## src/pkg/alc_pkg.sv

```systemverilog
// Constants for the averaging limit comparator
// Assumes a 50 MHz clock and APB word-aligned registers
package alc_pkg;
    // ----------------------------------------
    // Register byte offsets
    // ----------------------------------------
    localparam logic [7:0] OFS_CTRL = 8'h00;
    localparam logic [7:0] OFS_HYST = 8'h04;
    localparam logic [7:0] OFS_SP1H = 8'h08;
    localparam logic [7:0] OFS_SP1L = 8'h0c;
    localparam logic [7:0] OFS_SP2H = 8'h10;
    localparam logic [7:0] OFS_SP2L = 8'h14;
    localparam logic [7:0] OFS_ACT  = 8'h18;
    localparam logic [7:0] OFS_AVG  = 8'h1c;
    localparam logic [7:0] OFS_STAT = 8'h20;
    localparam logic [7:0] OFS_IST  = 8'h24;
    localparam logic [7:0] OFS_IEN  = 8'h28;
    localparam logic [7:0] OFS_ICLR = 8'h2c;
    // ----------------------------------------
    // Control fields and reset values
    // ----------------------------------------
    localparam int CTRL_W        = 6;
    localparam int CTRL_SEL_LSB  = 0;
    localparam int CTRL_COL_LSB  = 2;
    localparam int CTRL_TMR_BIT  = 4;
    localparam int CTRL_SLOW_BIT = 5;
    localparam logic [CTRL_W-1:0] CTRL_RST = 6'h00;
    // ----------------------------------------
    // Actions, colours, error codes, events
    // ----------------------------------------
    localparam logic [1:0] ACT_UP    = 2'h0;
    localparam logic [1:0] ACT_LO    = 2'h1;
    localparam logic [1:0] ACT_RNG   = 2'h2;
    localparam logic [1:0] COL_G2R   = 2'h0;
    localparam logic [1:0] COL_GRN   = 2'h1;
    localparam logic [1:0] COL_RED   = 2'h2;
    localparam logic [1:0] COL_R2G   = 2'h3;
    localparam logic [1:0] ERR_NONE  = 2'h0;
    localparam logic [1:0] ERR_RAM   = 2'h1;
    localparam logic [1:0] ERR_NVM   = 2'h2;
    localparam int EV_UPD = 0;
    localparam int EV_O1  = 1;
    localparam int EV_O2  = 2;
    localparam int EV_RAM = 3;
    localparam int EV_NVM = 4;
    localparam int EV_W   = 5;
    // ----------------------------------------
    // Timing and widths
    // ----------------------------------------
    localparam int unsigned CLK_HZ       = 50_000_000;
    localparam int unsigned BASE_FAST_MS = 250;
    localparam int unsigned BASE_SLOW_MS = 500;
    localparam int unsigned FAST_CYC = BASE_FAST_MS * (CLK_HZ / 1000);
    localparam int unsigned SLOW_CYC = BASE_SLOW_MS * (CLK_HZ / 1000);
    localparam int TCNT_W   = 25;
    localparam int PV_W_DEF = 20;
endpackage : alc_pkg

```

## src/pkg/alc_cmp_if.sv

```systemverilog
// Link from the averaging core to one limit comparator
// Assumes both ends run on the same clock
`timescale 1ns/1ns
interface alc_cmp_if #(parameter int W = 20);
    logic signed [W-1:0] pv;
    logic                upd;
    logic signed [W-1:0] sp_hi;
    logic signed [W-1:0] sp_lo;
    logic signed [W-1:0] hyst;
    logic [1:0]          act;
    logic                out;
    modport ctl (output pv, upd, sp_hi, sp_lo, hyst, act, input out);
    modport cmp (input pv, upd, sp_hi, sp_lo, hyst, act, output out);
endinterface : alc_cmp_if

```

## src/alc_cmp.sv

```systemverilog
// One comparative output with hysteresis
// Assumes settings stay stable while upd pulses
`timescale 1ns/1ns
module alc_cmp #(
    parameter int W = alc_pkg::PV_W_DEF
) (
    input  wire logic clk_i,
    input  wire logic resetn_i,
    alc_cmp_if.cmp    c
);
    import alc_pkg::*;

    typedef struct packed {
        logic out;
    } alc_cmp_st_t;

    alc_cmp_st_t         s_q;
    alc_cmp_st_t         s_d;
    logic signed [W:0]   pv;
    logic signed [W:0]   hi;
    logic signed [W:0]   lo;
    logic signed [W:0]   h;
    logic                up_on;
    logic                up_off;
    logic                lo_on;
    logic                lo_off;

    // Widened compare terms, no overflow
    assign pv     = (W+1)'(c.pv);
    assign hi     = (W+1)'(c.sp_hi);
    assign lo     = (W+1)'(c.sp_lo);
    assign h      = (W+1)'(c.hyst);
    assign up_on  = pv >= hi;
    assign up_off = pv <= hi - h;
    assign lo_on  = pv <= lo;
    assign lo_off = pv >= lo + h;

    // Next output, held between thresholds
    always_comb begin
        s_d = s_q;
        if (c.upd) begin
            case (c.act)
                ACT_UP: begin
                    if (up_on) s_d.out = 1'b1;
                    else if (up_off) s_d.out = 1'b0;
                end
                ACT_LO: begin
                    if (lo_on) s_d.out = 1'b1;
                    else if (lo_off) s_d.out = 1'b0;
                end
                ACT_RNG: begin
                    if (up_on || lo_on) s_d.out = 1'b1;
                    else if (up_off && lo_off) s_d.out = 1'b0;
                end
                default: s_d = s_q;
            endcase
        end
    end

    // State register
    always_ff @(posedge clk_i) begin
        if (!resetn_i) s_q <= '0;
        else s_q <= s_d;
    end

    assign c.out = s_q.out;
endmodule : alc_cmp

```

## src/alc_top.sv

```systemverilog
// Averaging and limit comparator stage with APB registers
// Assumes pv_i and fault inputs come from logic on clk_i
//
// The placing of the registers and the APB slave port were chosen for this implementation.
`timescale 1ns/1ns
module alc_top #(
    parameter int          PV_W     = alc_pkg::PV_W_DEF,
    parameter int unsigned FAST_CYC = alc_pkg::FAST_CYC,
    parameter int unsigned SLOW_CYC = alc_pkg::SLOW_CYC
) (
    input  wire logic                   clk_i,
    input  wire logic                   resetn_i,
    input  wire logic                   psel_i,
    input  wire logic                   penable_i,
    input  wire logic                   pwrite_i,
    input  wire logic [7:0]             paddr_i,
    input  wire logic [31:0]            pwdata_i,
    output logic [31:0]                 prdata_o,
    output logic                        pready_o,
    output logic                        pslverr_o,
    input  wire logic signed [PV_W-1:0] pv_i,
    input  wire logic                   pv_valid_i,
    input  wire logic                   ram_fault_i,
    input  wire logic                   nvm_fault_i,
    output logic signed [PV_W-1:0]      avg_o,
    output logic                        avg_vld_o,
    output logic                        cmp1_o,
    output logic                        cmp2_o,
    output logic                        disp_green_o,
    output logic                        disp_red_o,
    output logic [1:0]                  err_code_o,
    output logic                        lvl_dark_o,
    output logic                        irq_o
);
    import alc_pkg::*;

    localparam int SW = PV_W + 3;

    // ----------------------------------------
    // State
    // ----------------------------------------
    typedef struct packed {
        logic [CTRL_W-1:0]      ctrl;
        logic [3:0]             act;
        logic signed [PV_W-1:0] hyst;
        logic signed [PV_W-1:0] sp1h;
        logic signed [PV_W-1:0] sp1l;
        logic signed [PV_W-1:0] sp2h;
        logic signed [PV_W-1:0] sp2l;
        logic signed [PV_W-1:0] pv_last;
        logic signed [PV_W-1:0] avg;
        logic [TCNT_W-1:0]      tcnt;
        logic signed [SW-1:0]   sum;
        logic [2:0]             cnt;
        logic                   upd;
        logic [1:0]             o_prev;
        logic [EV_W-1:0]        ist;
        logic [EV_W-1:0]        ien;
        logic                   ram_err;
        logic                   nvm_err;
        logic [1:0]             err;
        logic                   green;
        logic                   red;
        logic [31:0]            rdata;
    } alc_top_st_t;

    alc_top_st_t            s_q;
    alc_top_st_t            s_d;
    logic                   setup;
    logic                   wr;
    logic                   hit;
    logic                   wr_ctrl;
    logic                   sel_chg;
    logic                   tmr;
    logic [1:0]             sel;
    logic [1:0]             col;
    logic [TCNT_W-1:0]      per;
    logic                   tick;
    logic                   smp_ev;
    logic signed [PV_W-1:0] smp;
    logic signed [SW-1:0]   sum_n;
    logic [3:0]             nlen;
    logic                   any_on;
    logic [EV_W-1:0]        ev;
    logic [EV_W-1:0]        clr;
    logic [31:0]            rmux;

    alc_cmp_if #(.W(PV_W)) c1 ();
    alc_cmp_if #(.W(PV_W)) c2 ();

    // Sign extension for read-back
    function automatic logic [31:0] sx(input logic signed [PV_W-1:0] v);
        return 32'(v);
    endfunction : sx

    // ----------------------------------------
    // APB decode
    // ----------------------------------------
    assign setup   = psel_i && !penable_i;
    assign wr      = psel_i && penable_i && pwrite_i;
    assign wr_ctrl = wr && paddr_i == OFS_CTRL;

    // Read mux and address hit
    always_comb begin
        hit  = 1'b1;
        rmux = 32'h0;
        case (paddr_i)
            OFS_CTRL: rmux = 32'(s_q.ctrl);
            OFS_HYST: rmux = sx(s_q.hyst);
            OFS_SP1H: rmux = sx(s_q.sp1h);
            OFS_SP1L: rmux = sx(s_q.sp1l);
            OFS_SP2H: rmux = sx(s_q.sp2h);
            OFS_SP2L: rmux = sx(s_q.sp2l);
            OFS_ACT:  rmux = 32'(s_q.act);
            OFS_AVG:  rmux = sx(s_q.avg);
            OFS_STAT: rmux = {28'h0, s_q.nvm_err, s_q.ram_err, c2.out, c1.out};
            OFS_IST:  rmux = 32'(s_q.ist);
            OFS_IEN:  rmux = 32'(s_q.ien);
            OFS_ICLR: rmux = 32'h0;
            default:  hit  = 1'b0;
        endcase
    end

    assign pready_o  = 1'b1;
    assign pslverr_o = psel_i && penable_i && !hit;

    // ----------------------------------------
    // Update source and averaging terms
    // ----------------------------------------
    assign sel     = s_q.ctrl[CTRL_SEL_LSB +: 2];
    assign col     = s_q.ctrl[CTRL_COL_LSB +: 2];
    assign tmr     = s_q.ctrl[CTRL_TMR_BIT];
    assign sel_chg = wr_ctrl && pwdata_i[CTRL_SEL_LSB +: 2] != sel;

    // Base interval, 250 ms or 500 ms
    assign per  = s_q.ctrl[CTRL_SLOW_BIT] ? TCNT_W'(SLOW_CYC - 1)
                                          : TCNT_W'(FAST_CYC - 1);
    assign tick = tmr && s_q.tcnt == per;

    // One process-value update per tick or per pulse
    assign smp_ev = tmr ? tick : pv_valid_i;
    assign smp    = tmr ? s_q.pv_last : pv_i;
    assign sum_n  = s_q.sum + SW'(smp);
    assign nlen   = 4'h1 << sel;

    assign any_on = c1.out || c2.out;

    // Interrupt events and clear
    assign ev[EV_UPD] = s_q.upd;
    assign ev[EV_O1]  = c1.out && !s_q.o_prev[0];
    assign ev[EV_O2]  = c2.out && !s_q.o_prev[1];
    assign ev[EV_RAM] = ram_fault_i && !s_q.ram_err;
    assign ev[EV_NVM] = nvm_fault_i && !s_q.nvm_err;
    assign clr = (wr && paddr_i == OFS_ICLR) ? pwdata_i[EV_W-1:0] : '0;

    // ----------------------------------------
    // Next state
    // ----------------------------------------
    always_comb begin
        s_d     = s_q;
        s_d.upd = 1'b0;

        // Latest front-end value for timer mode
        if (pv_valid_i) s_d.pv_last = pv_i;

        // Base interval counter
        if (!tmr || tick) s_d.tcnt = '0;
        else s_d.tcnt = s_q.tcnt + 1'b1;

        // Accumulate N updates, then publish the mean
        if (sel_chg) begin
            s_d.sum = '0;
            s_d.cnt = 3'h0;
        end else if (smp_ev) begin
            if (4'(s_q.cnt) + 4'h1 == nlen) begin
                s_d.avg = PV_W'(sum_n >>> sel);
                s_d.upd = 1'b1;
                s_d.sum = '0;
                s_d.cnt = 3'h0;
            end else begin
                s_d.sum = sum_n;
                s_d.cnt = s_q.cnt + 3'h1;
            end
        end

        // Register writes
        if (wr) begin
            case (paddr_i)
                OFS_CTRL: s_d.ctrl = pwdata_i[CTRL_W-1:0];
                OFS_HYST: s_d.hyst = pwdata_i[PV_W-1:0];
                OFS_SP1H: s_d.sp1h = pwdata_i[PV_W-1:0];
                OFS_SP1L: s_d.sp1l = pwdata_i[PV_W-1:0];
                OFS_SP2H: s_d.sp2h = pwdata_i[PV_W-1:0];
                OFS_SP2L: s_d.sp2l = pwdata_i[PV_W-1:0];
                OFS_ACT:  s_d.act  = pwdata_i[3:0];
                OFS_IEN:  s_d.ien  = pwdata_i[EV_W-1:0];
                default:  s_d.act  = s_d.act;
            endcase
        end

        // Read data captured in the setup phase
        if (setup) s_d.rdata = rmux;

        // Sticky status, set wins over clear
        s_d.ist    = (s_q.ist & ~clr) | ev;
        s_d.o_prev = {c2.out, c1.out};

        // Storage faults latch until reset
        s_d.ram_err = s_q.ram_err || ram_fault_i;
        s_d.nvm_err = s_q.nvm_err || nvm_fault_i;
        s_d.err     = s_d.ram_err ? ERR_RAM :
                      s_d.nvm_err ? ERR_NVM : ERR_NONE;

        // Display colour from col, following the output states in two of its four modes
        case (col)
            COL_G2R: begin
                s_d.green = !any_on;
                s_d.red   = any_on;
            end
            COL_GRN: begin
                s_d.green = 1'b1;
                s_d.red   = 1'b0;
            end
            COL_RED: begin
                s_d.green = 1'b0;
                s_d.red   = 1'b1;
            end
            COL_R2G: begin
                s_d.green = any_on;
                s_d.red   = !any_on;
            end
            default: begin
                s_d.green = 1'b1;
                s_d.red   = 1'b0;
            end
        endcase
    end

    // State register
    always_ff @(posedge clk_i) begin
        if (!resetn_i) begin
            s_q      <= '0;
            s_q.ctrl <= CTRL_RST;
        end else begin
            s_q <= s_d;
        end
    end

    // ----------------------------------------
    // Comparators
    // ----------------------------------------
    assign c1.pv    = s_q.avg;
    assign c1.upd   = s_q.upd;
    assign c1.sp_hi = s_q.sp1h;
    assign c1.sp_lo = s_q.sp1l;
    assign c1.hyst  = s_q.hyst;
    assign c1.act   = s_q.act[1:0];
    assign c2.pv    = s_q.avg;
    assign c2.upd   = s_q.upd;
    assign c2.sp_hi = s_q.sp2h;
    assign c2.sp_lo = s_q.sp2l;
    assign c2.hyst  = s_q.hyst;
    assign c2.act   = s_q.act[3:2];

    alc_cmp #(.W(PV_W)) u_cmp1 (
        .clk_i    (clk_i),
        .resetn_i (resetn_i),
        .c        (c1.cmp)
    );

    alc_cmp #(.W(PV_W)) u_cmp2 (
        .clk_i    (clk_i),
        .resetn_i (resetn_i),
        .c        (c2.cmp)
    );

    // ----------------------------------------
    // Outputs
    // ----------------------------------------
    assign prdata_o     = s_q.rdata;
    assign avg_o        = s_q.avg;
    assign avg_vld_o    = s_q.upd;
    assign cmp1_o       = c1.out;
    assign cmp2_o       = c2.out;
    assign disp_green_o = s_q.green;
    assign disp_red_o   = s_q.red;
    assign err_code_o   = s_q.err;
    assign lvl_dark_o   = s_q.ram_err;
    assign irq_o        = |(s_q.ist & s_q.ien);
endmodule : alc_top

```

## config.mk

```make
export PLATFORM = sky130hd
export DESIGN_NAME = alc_top
export DESIGN_NICKNAME = d
export VERILOG_FILES = /design/src/pkg/alc_pkg.sv /design/src/pkg/alc_cmp_if.sv /design/src/alc_cmp.sv /design/src/alc_top.sv
export SDC_FILE = /design/constraint.sdc
export NUM_CORES = 1
export LEC_CHECK = 0
export ABC_CLOCK_PERIOD_IN_PS = 5100
export BUFFER_PORTS_ARGS = -buffer_cell sky130_fd_sc_hd__buf_2
export CAP_MARGIN = 20
export CORE_UTILIZATION = 57
export DETAILED_ROUTE_END_ITERATION = 7
export PLACE_DENSITY = 0.79
export SYNTH_ARGS = -nofsm -noshare
export SYNTH_HDL_FRONTEND = slang
export SYNTH_SLANG_ARGS = --single-unit
```

## constraint.sdc

```tcl
create_clock -name clk_i -period 5.1 [get_ports clk_i]
set_clock_uncertainty 0.1 [all_clocks]
set_input_delay 1.02 -clock clk_i [delete_from_list [all_inputs] [get_ports clk_i]]
set_output_delay 1.02 -clock clk_i [all_outputs]
set_load 0.02 [all_outputs]
```

==> flow_summary.toml, run 1 <==
[clock_network]
cts_inserted_buffers = 26
clk_pin_slew_worst_paths_ns = 0.06
ctsHoldBuffers = 0
cts.sinks = 241
cts-root-buf = "clkbuf_16"
cts_buffer_depth = 3
clkLatencyLatePin_ns = 0.55
cts_max_level = 1
cts_tree = "yes"

[cells_and_area]
design_area_um2 = 21670
nets = 2899
area_growth_pct = 11.44
layout_common_cells = "nand2_1, ha_1, a21oi_1"
seqCellArea_um2 = 4827
stdcell_count = 3019
multiInputGateArea_um2 = 13460
final_layout_size_suffix_gt1_share_pct = 12.96
final_common_cell = "nand2_1"
filler_cell_count = 2881

[die]
ioPinCount = 131
die-width_um = 186.7
die_h_um = 186.7
dieArea_um2 = 34850
core_area_um2 = 33530
rows = 67
initial_utilization_pct = 57.98

[setup_path]
crit_required_ns = 5.44
reg2reg_from = "c1.hyst[0]"
crit_start = "c1.hyst[0]"
worstPathArrival_ns = 5.40
critPathKind = "reg2reg"
worstSetupStartpointType = "flip-flop"
end_kind = "flip-flop"
path_max_fanout = 4

[placed_design]
dp.cells = 2964
place_area_um2 = 20470
dpl.hpwl_mm = 47.54
gp_congestion = 0.9946
port_buffers = 117

[pwr]
peakVddDrop_mv = 0.2654
power_density_nw_per_um2 = 222.6
power.leakage_nw = 8.822

[logic_synthesis]
yosysUniqueCellTypes = 86
synth_edf_count = 0
async_flop_share_pct = 0
yosysSeqAreaShare_pct = 24.81
syn_area_um2 = 19440
synth_warnings = 0
synth_area_per_cell_um2 = 7.903
syn_inst = 2460
ys_seq_elements = 241
yosys_most_used_dff = "dfxtp_1"
synth_nets = 2809

[global_routing]
first_global_vias = 18731
grt_pass1_wl_mm = 98.06
grt_usage_pct = 34.68
grt_overflow = 0
antenna_found_initial = 2
grt_max_degree = 77

[timing]
setup_tns_ns = 0
slew_headroom_pct = 20.09
setup_viol = 0
worstMarginPinSlew_ns = 1.194
fmaxAchievable_ghz = 0.1977
min_period_ns = 5.059
final-hold-violation-count = 0
period_share_pct = 99.20
maxSlewViolCount = 0
whs_ns = 0.3733

[detailed_routing]
drc = 0
finalWirelength_mm = 62.23
wire_per_inst_um = 20.61
drtIter0Drc = 1896
drt_first_pass_iters = 6
viasPerCell = 6.342
route.antenna.remaining_nets = 0
vias = 19148

[job]
cap_viol_max_count = 0

[min_path]
hold_start = "s_q[54]"
min_path_type = "reg2reg"

[status]
status = "complete, no violations"
flip-flops by register name, indices dropped and copies added (netlist names), 2 cells and up:
name,count
prdata_o,20
c2.sp_lo,20
c2.sp_hi,20
c1.sp_hi,20
s_q,88
c1.hyst,20
c2.act,2
c1.sp_lo,20
c1.act,2
col,2
avg_o,20
cell usage after synthesis, types with 11 or more instances:
cell	count	area share [%]
nand2_1	317	6.1
ha_1	276	18
a21oi_1	267	6.9
dfxtp_1	241	25
inv_1	151	2.9
nor2_1	151	2.9
o21ai_0	86	2.2
clkbuf_1	79	1.5
a22oi_1	65	2.5
nand3_1	61	1.6
xor2_1	59	2.7
buf_4	56	2.2
nor2b_1	55	1.8
xnor2_1	43	1.9
a21o_1	39	1.5
nor3_1	38	0.98
mux2i_1	36	1.9
nand4_1	35	1.1
a31oi_1	29	0.93
mux2_2	27	1.6
nand2b_1	25	0.80
a211oi_1	24	0.93
a21boi_0	23	0.89
and3_1	20	0.64
o21a_1	19	0.73
and2_1	17	0.55
o211ai_1	15	0.58
o21bai_1	15	0.58
or3_1	14	0.45
a22o_1	12	0.54
a221oi_1	11	0.50
report_power, final:
| group | internal (W) | switching, W | total, W |
|---|---|---|---|
| combinational | 0.000293 | 0.000440 | 0.000734 |
| clock | 0.00130 | 0.000825 | 0.00212 |
| sequential | 0.00191 | 0.0000569 | 0.00197 |
| total | 0.00350 | 0.00132 | 0.00482 |
metal layers:
layer / vias up / part of all wire, % / wire length, um / track usage (%)
met5: - / 0 / 0 / 0
met4: 0 / 5.2 / 3214 / 16.96
met3: 208 / 9.0 / 5620 / 4.928
met2: 973 / 47 / 29210 / 59.33
met1: 8978 / 39 / 24180 / 42.65
li1: 8989 / - / - / -
layout make-up:
type	instances	share of cell area (%)
Multi-Input combinational cell	1920	62.12
Sequential cell	241	22.28
Timing Repair Buffer	207	5.879
Clock buffer	38	3.534
Inverter	154	2.685
Tap cell	448	2.587
Clock inverter	10	0.9009
Antenna cell	1	0.01155
worst max-delay path, cell delays in order, from the launching register on:
cell	delay [ns]
dfxtp_2	0.34
buf_4	0.16
ha_1	0.21
inv_1	0.07
fa_1	0.20
nor2b_1	0.06
o21a_1	0.18
o21ai_0	0.27
nand2b_1	0.09
a21oi_1	0.28
buf_4	0.19
o211a_1	0.19
nand2b_1	0.07
a21oi_1	0.17
xor2_1	0.10
ha_1	0.32
nand4_1	0.20
nor4_1	0.52
o31ai_1	0.17
a32o_2	0.32
a311oi_2	0.31
nand3_1	0.15
mux2_2	0.29
per-stage QoR:
stage          power [W]  setup slack (ns)  util [%]
3_3_place_gp    0.002665           -0.1639     61.04
6_report        0.004824           0.04078     64.61
4_1_cts         0.004794          0.001420     64.17
2_1_floorplan   0.002440            0.3112         -
3_5_place_dp    0.002694           -0.3501     61.04
5_1_grt         0.004976          -0.02260     64.61
final timing paths:
path / cells after the start / end / slack [ns]
max reg2reg: 22 / u_cmp2.c.out / 0.04
max: 22 / u_cmp2.c.out / 0.04
min: 2 / s_q[54] / 0.37
min reg2reg: 2 / s_q[54] / 0.37
timing repair:
action                     CTS  global route
pin swaps                    3            23
setup endpoints to repair    2             2
setup buffers                1             5
gates resized for setup     21            31
logic make-up (layout without fill, tap and decap cells):
group / after synthesis / after routing / synth area share (%)
multiplexers: 65 / 65 / 3.649
flip-flops: 241 / 241 / 24.81
XOR/XNOR: 102 / 102 / 4.595
other: 1 / 2 / 0.01929
AND/OR/NAND/NOR: 780 / 780 / 18.84
AO/OA/AOI/OAI: 691 / 691 / 22.88
buffers and inverters: 299 / 409 / 6.924
adder cells (fa/ha/maj): 281 / 281 / 18.28
(Power assumes the default switching activity.)
==> inputs of run 2 (changes only) <==
--- a/config.mk
+++ b/config.mk
@@ -6,11 +6,10 @@
 export NUM_CORES = 1
 export LEC_CHECK = 0
 export ABC_CLOCK_PERIOD_IN_PS = 5100
-export BUFFER_PORTS_ARGS = -buffer_cell sky130_fd_sc_hd__buf_2
 export CAP_MARGIN = 20
-export CORE_UTILIZATION = 57
+export CORE_UTILIZATION = 30
 export DETAILED_ROUTE_END_ITERATION = 7
-export PLACE_DENSITY = 0.79
+export DONT_BUFFER_PORTS = 1
 export SYNTH_ARGS = -nofsm -noshare
 export SYNTH_HDL_FRONTEND = slang
 export SYNTH_SLANG_ARGS = --single-unit
==> run 2 against run 1 <==
Compared with the run above:
- sequential cell count stayed put
- utilization is 30 points lower
- register-to-register slack better by 0.20 ns
- critical path depth is 1 higher
- routed wire length is 5.1% higher
- global-route usage is 15 points lower
- sequential power hardly changed
- critical path type unchanged
==> flow_summary.toml, run 2 (synthesized netlist as in run 1, its figures left out) <==
[status]
status = "complete, no violations"

[cells_and_area]
final_common_cell = "nand2_1"
largest_reg_flops = 88
design_area_um2 = 21920
regMostFlops = "s_q"
layout_common_cells = "nand2_1, ha_1, a21oi_1"
filler_cell_count = 6691
area_growth_pct = 12.73
final_layout_size_suffix_gt1_share_pct = 10.52
nets = 2806
fin_util_pct = 34.49
diodes = 0

[global_routing]
first_global_vias = 16924
grt_max_degree = 91
antenna_found_initial = 0
grt_overflow = 0
grt_usage_pct = 19.26
grt_pass1_wl_mm = 99.61

[placed_design]
port_buffers = 0
dpl.hpwl_mm = 51.34
gp_congestion = 0.9284
place_area_um2 = 20580

[timing]
setup_viol = 0
slew_headroom_pct = 29.26
fmaxAchievable_ghz = 0.2056
period_share_pct = 95.38
whs_ns = 0.3629
worstMarginPinSlew_ns = 1.061
grt_setup_unrepaired = "no"
maxSlewViolCount = 0
min_period_ns = 4.864
final-hold-violation-count = 0
setup_tns_ns = 0

[clock_network]
cts-root-buf = "clkbuf_16"
clkLatencyLatePin_ns = 0.61
cts_tree = "yes"
cts_inserted_buffers = 30
clk_pin_slew_worst_paths_ns = 0.06
cts.sinks = 241
cts_buffer_depth = 3
cts_max_level = 1

[setup_path]
path_max_fanout = 5
reg2regPathDepth = 23
slowest_stage = "dfxtp_4"
crit_required_ns = 5.46
crit_chain = "ha_4, inv_1, fa_2, nor2b_1, o21a_1, o21ai_1, a21oi_2, a22oi_2, a211o_1, o21ai_2, o21ai_0, a21bo_2, ha_1, a21o_1, a21o_1, a21oi_1, o21ai_0, a211oi_1, xnor2_1, buf_4, o2111ai_2, o2111ai_1, mux2_2"
crit_start = "c1.hyst[0]"
end_kind = "flip-flop"
rr_endpoint = "u_cmp1.c.out"
reg2reg_slack_ns = 0.24
worstSetupStartpointType = "flip-flop"
worstPathArrival_ns = 5.23
path_depth = 23
crit_family = "compound AO/OA/AOI/OAI gates"
critPathKind = "reg2reg"
reg2reg_from = "c1.hyst[0]"
worst_path_largest_cell_delay_ns = 0.41
critical_path.endpoint = "u_cmp1.c.out"
cp.buffers_inverters = 2

[detailed_routing]
finalWirelength_mm = 65.38
vias = 17946
drt_first_pass_iters = 6
wire_per_inst_um = 19.66
route.antenna.remaining_nets = 0
drc = 0
viasPerCell = 5.396
drtIter0Drc = 1542

[die]
core_area_um2 = 63540
dieArea_um2 = 65830
ioPinCount = 131
die_h_um = 256.6
die-width_um = 256.6
rows = 92
initial_utilization_pct = 30.60

[pwr]
p_sw_share_pct = 27.17
power.leakage_nw = 8.478
p_clk_share_pct = 48.1
p_seq_share_pct = 39.1
power_density_nw_per_um2 = 230.8
p_comb_share_pct = 12.9
p_int_w = 0.003683
peakVddDrop_mv = 0.2164
switching_power_w = 0.001374

[job]
cap_viol_max_count = 0

[min_path]
min_path_type = "reg2reg"
[run 2: cell count changes in the layout (fill, tap and decap cells not counted), sizes merged]
cell      change
buf          -97
bufinv        +1
clkbuf        +2
clkinv        +3
clkinvlp      -1
diode         -1
inv           +2
[run 2: worst min-delay path, delay by kind of cell, from the launching register on]
kind / cells / cell delay [ns]
AOI/OAI and AO/OA: 1 / 0.05
DFF: 1 / 0.31
and+or+nand+nor: 1 / 0.05
[run 2: routing by layer]
| layer | GRT usage (%) | wire, um | share of wire (%) |
|---|---|---|---|
| met1 | 26.44 | 29770 | 46 |
| met2 | 30.66 | 28930 | 44 |
| met4 | 5.787 | 1813 | 2.8 |
| met3 | 3.183 | 4864 | 7.4 |
| met5 | 0 | 0 | 0 |
[run 2: worst min-delay path by stage]
stage               startpoint      end  depth (start not counted)
floorplan              s_q[54]  s_q[54]                          2
global placement       s_q[54]  s_q[54]                          2
detailed placement     s_q[54]  s_q[54]                          2
CTS                    s_q[54]  s_q[54]                          2
global route           s_q[54]  s_q[54]                          2
finish                 s_q[54]  s_q[54]                          2
[run 2: power by group through the flow]
stage | Combinational [W] | Clock (W) | Sequential [W]
after floorplan | 0.000445 | 0 | 0.00200
after global placement | 0.000626 | 0 | 0.00202
after detailed placement | 0.000632 | 0 | 0.00202
after CTS | 0.000638 | 0.00247 | 0.00197
after global routing | 0.000721 | 0.00254 | 0.00198
final | 0.000650 | 0.00243 | 0.00198
[run 2: final cells by class]
cell class | instances | area, um^2 | area share (%)
multi-input cells | 1920 | 13480 | 61.51
flip-flops and latches | 241 | 4831 | 22.04
well taps | 846 | 1059 | 4.830
clock buffers | 40 | 868.3 | 3.962
repair buffers | 110 | 838.3 | 3.825
inverters | 154 | 581.8 | 2.655
clock inverters | 15 | 257.7 | 1.176
[run 2: through the flow]
| step | instances | power, W | setup slack (ns) |
|---|---|---|---|
| after floorplan | 2460 | 0.002440 | 0.3112 |
| after global placement | 3270 | 0.002641 | -0.2440 |
| after detailed placement | 3270 | 0.002647 | -0.3192 |
| after CTS | 3326 | 0.005079 | 0.004486 |
| after global routing | 3326 | 0.005237 | 0.008539 |
| final | 3326 | 0.005058 | 0.2358 |
[run 2: repair_timing]
item,4_1_cts,5_1_grt
pin swaps,5,23
resized for setup,13,45
endpoints found under the setup margin,2,2
hold buffers,0,0
buffers inserted,1,0
cloned,0,0
==> inputs of run 3 (changes only) <==
--- a/config.mk
+++ b/config.mk
@@ -10,6 +10,7 @@
 export CORE_UTILIZATION = 30
 export DETAILED_ROUTE_END_ITERATION = 7
 export DONT_BUFFER_PORTS = 1
+export RECOVER_POWER = 100
 export SYNTH_ARGS = -nofsm -noshare
 export SYNTH_HDL_FRONTEND = slang
 export SYNTH_SLANG_ARGS = --single-unit
==> run 3 against run 2 <==
Compared with the run above:
- the flow now finishes with violations (capacitance limit, slew limit)
- worst setup slack better by 0.0084 ns
- count of clock-buffer cells in the layout unchanged
- sequential cell count unchanged
- critical path type unchanged
==> flow_summary.toml, run 3 (synthesized netlist as in run 1, its figures left out) <==
[pwr]
power_density_nw_per_um2 = 231.9
power_w = 0.005047
peakVddDrop_mv = 0.2164
power.leakage_nw = 8.356

[clock_network]
clkLatencyLatePin_ns = 0.61
cts_tree = "yes"
cts_max_level = 1
cts_inserted_buffers = 30
clk_pin_slew_worst_paths_ns = 0.07
cts_buffer_depth = 3
cts.sinks = 241
ctsHoldBuffers = 0
cts-root-buf = "clkbuf_16"

[placed_design]
dp.cells = 3270
gp_congestion = 0.9284
dpl.hpwl_mm = 51.34
place_area_um2 = 20580
port_buffers = 0

[global_routing]
use_met3_pct = 3.183
met2_usage_pct = 30.66
grt_overflow = 0
first_global_vias = 16924
grt_pass1_wl_mm = 99.61
grt_usage_pct = 19.26
grtUsageMet1_pct = 26.44
grt_max_degree = 91
antenna_found_initial = 0
busiest_layer = "met2"

[timing]
final-hold-violation-count = 0
period_share_pct = 95.21
fmaxAchievable_ghz = 0.2059
maxSlewViolCount = 138
min_period_ns = 4.856
setup_viol = 0
worstMarginPinSlew_ns = 3.005
grt_setup_unrepaired = "no"
slew_headroom_pct = -99.45

[min_path]
hold_start = "s_q[54]"
worst_hold_path.endpoint = "s_q[54]"
min_path_cells = 2
min_path_type = "reg2reg"

[detailed_routing]
drt_first_pass_iters = 7
finalWirelength_mm = 65.50
viasPerCell = 5.398
route.antenna.remaining_nets = 0
vias = 17953
drc = 0
drtIter0Drc = 1582
wire_per_inst_um = 19.69

[setup_path]
worstPathArrival_ns = 5.22
end_kind = "flip-flop"
crit_required_ns = 5.46
reg2regPathDepth = 22
reg2reg_slack_ns = 0.24
critPathKind = "reg2reg"
worstSetupStartpointType = "flip-flop"
crit_start = "c1.hyst[2]"
reg2reg_from = "c1.hyst[2]"
rr_endpoint = "u_cmp1.c.out"
path_max_fanout = 4

[die]
ioPinCount = 131
rows = 92
die_h_um = 256.6
dieArea_um2 = 65830
core_area_um2 = 63540
initial_utilization_pct = 30.60
die-width_um = 256.6

[cells_and_area]
stdcell_count = 3326
final_common_cell = "nand2_1"
area_growth_pct = 11.93
seqCellArea_um2 = 4830
diodes = 0
regMostFlops = "s_q"
multiInputGateArea_um2 = 13430
design_area_um2 = 21760
largest_reg_flops = 88
layout_common_cells = "nand2_1, ha_1, a21oi_1"
nets = 2806
final_layout_size_suffix_gt1_share_pct = 9.194
filler_cell_count = 6720

[job]
cap_viol_max_count = 3

[status]
status = "finished, violations left"
violations = "capacitance limit, slew limit"
==> run 3: power by group <==
part           switching [W]  internal, W  total (W)  leakage (nW)
clock network       0.000932      0.00150    0.00243         0.551
logic               0.000379     0.000260   0.000639          5.85
registers          0.0000620      0.00191    0.00197          1.95
total                0.00137      0.00367    0.00505          8.36
==> run 3: critical path: stages (launching register included) <==
cell and delay [ns]:
dfxtp_1 0.31, buf_4 0.17, ha_1 0.32, nor2b_1 0.14
o21a_1 0.20, o21ai_1 0.21, a21oi_2 0.11, a22oi_2 0.17
a211o_1 0.20, o21ai_2 0.08, o31ai_1 0.25, a21bo_2 0.26
ha_1 0.29, a21o_1 0.16, a21o_1 0.17, a21oi_1 0.14
o21ai_0 0.15, a211oi_1 0.31, xnor2_1 0.19, buf_4 0.18
o2111ai_2 0.14, o2111ai_1 0.12, mux2_2 0.35
==> run 3: repair_timing <==
action,in CTS,in global routing
gates resized for setup,13,45
setup buffers,1,0
pin swaps,5,23
setup endpoints to repair,2,2
==> run 3: routing by layer <==
layer / vias up / wire [um]
met3: 100 / 4787
met4: 0 / 1813
met1: 8476 / 29870
met2: 590 / 29030
li1: 8787 / -
met5: - / 0
==> run 3: cell type report <==
type                            count  share of cell area [%]
Clock buffer                       40                   3.990
Clock inverter                     15                   1.184
Inverter                          154                   2.668
Multi-Input combinational cell   1920                   61.69
Sequential cell                   241                   22.19
Tap cell                          846                   4.864
Timing Repair Buffer              110                   3.409
==> run 3: worst max-delay path by stage <==
stage	endpoint	slack, ns
finish	u_cmp1.c.out	0.24
global route	u_cmp2.c.out	0.009
CTS	u_cmp2.c.out	0.004
detailed placement	u_cmp1.c.out	-0.32
global placement	u_cmp1.c.out	-0.24
floorplan	u_cmp1.c.out	0.31
==> run 3: per-stage QoR <==
stage | utilization (%) | worst slack, ns | hold slack (ns) | setup TNS, ns
floorplan | - | 0.3112 | 0.3362 | 0
CTS | 34.23 | 0.004486 | 0.3691 | 0
global placement | 32.39 | -0.2440 | 0.3512 | -0.2440
finish | 34.25 | 0.2442 | 0.3629 | 0
global route | 34.25 | 0.008843 | 0.3983 | 0
detailed placement | 32.39 | -0.3192 | 0.3587 | -0.3304
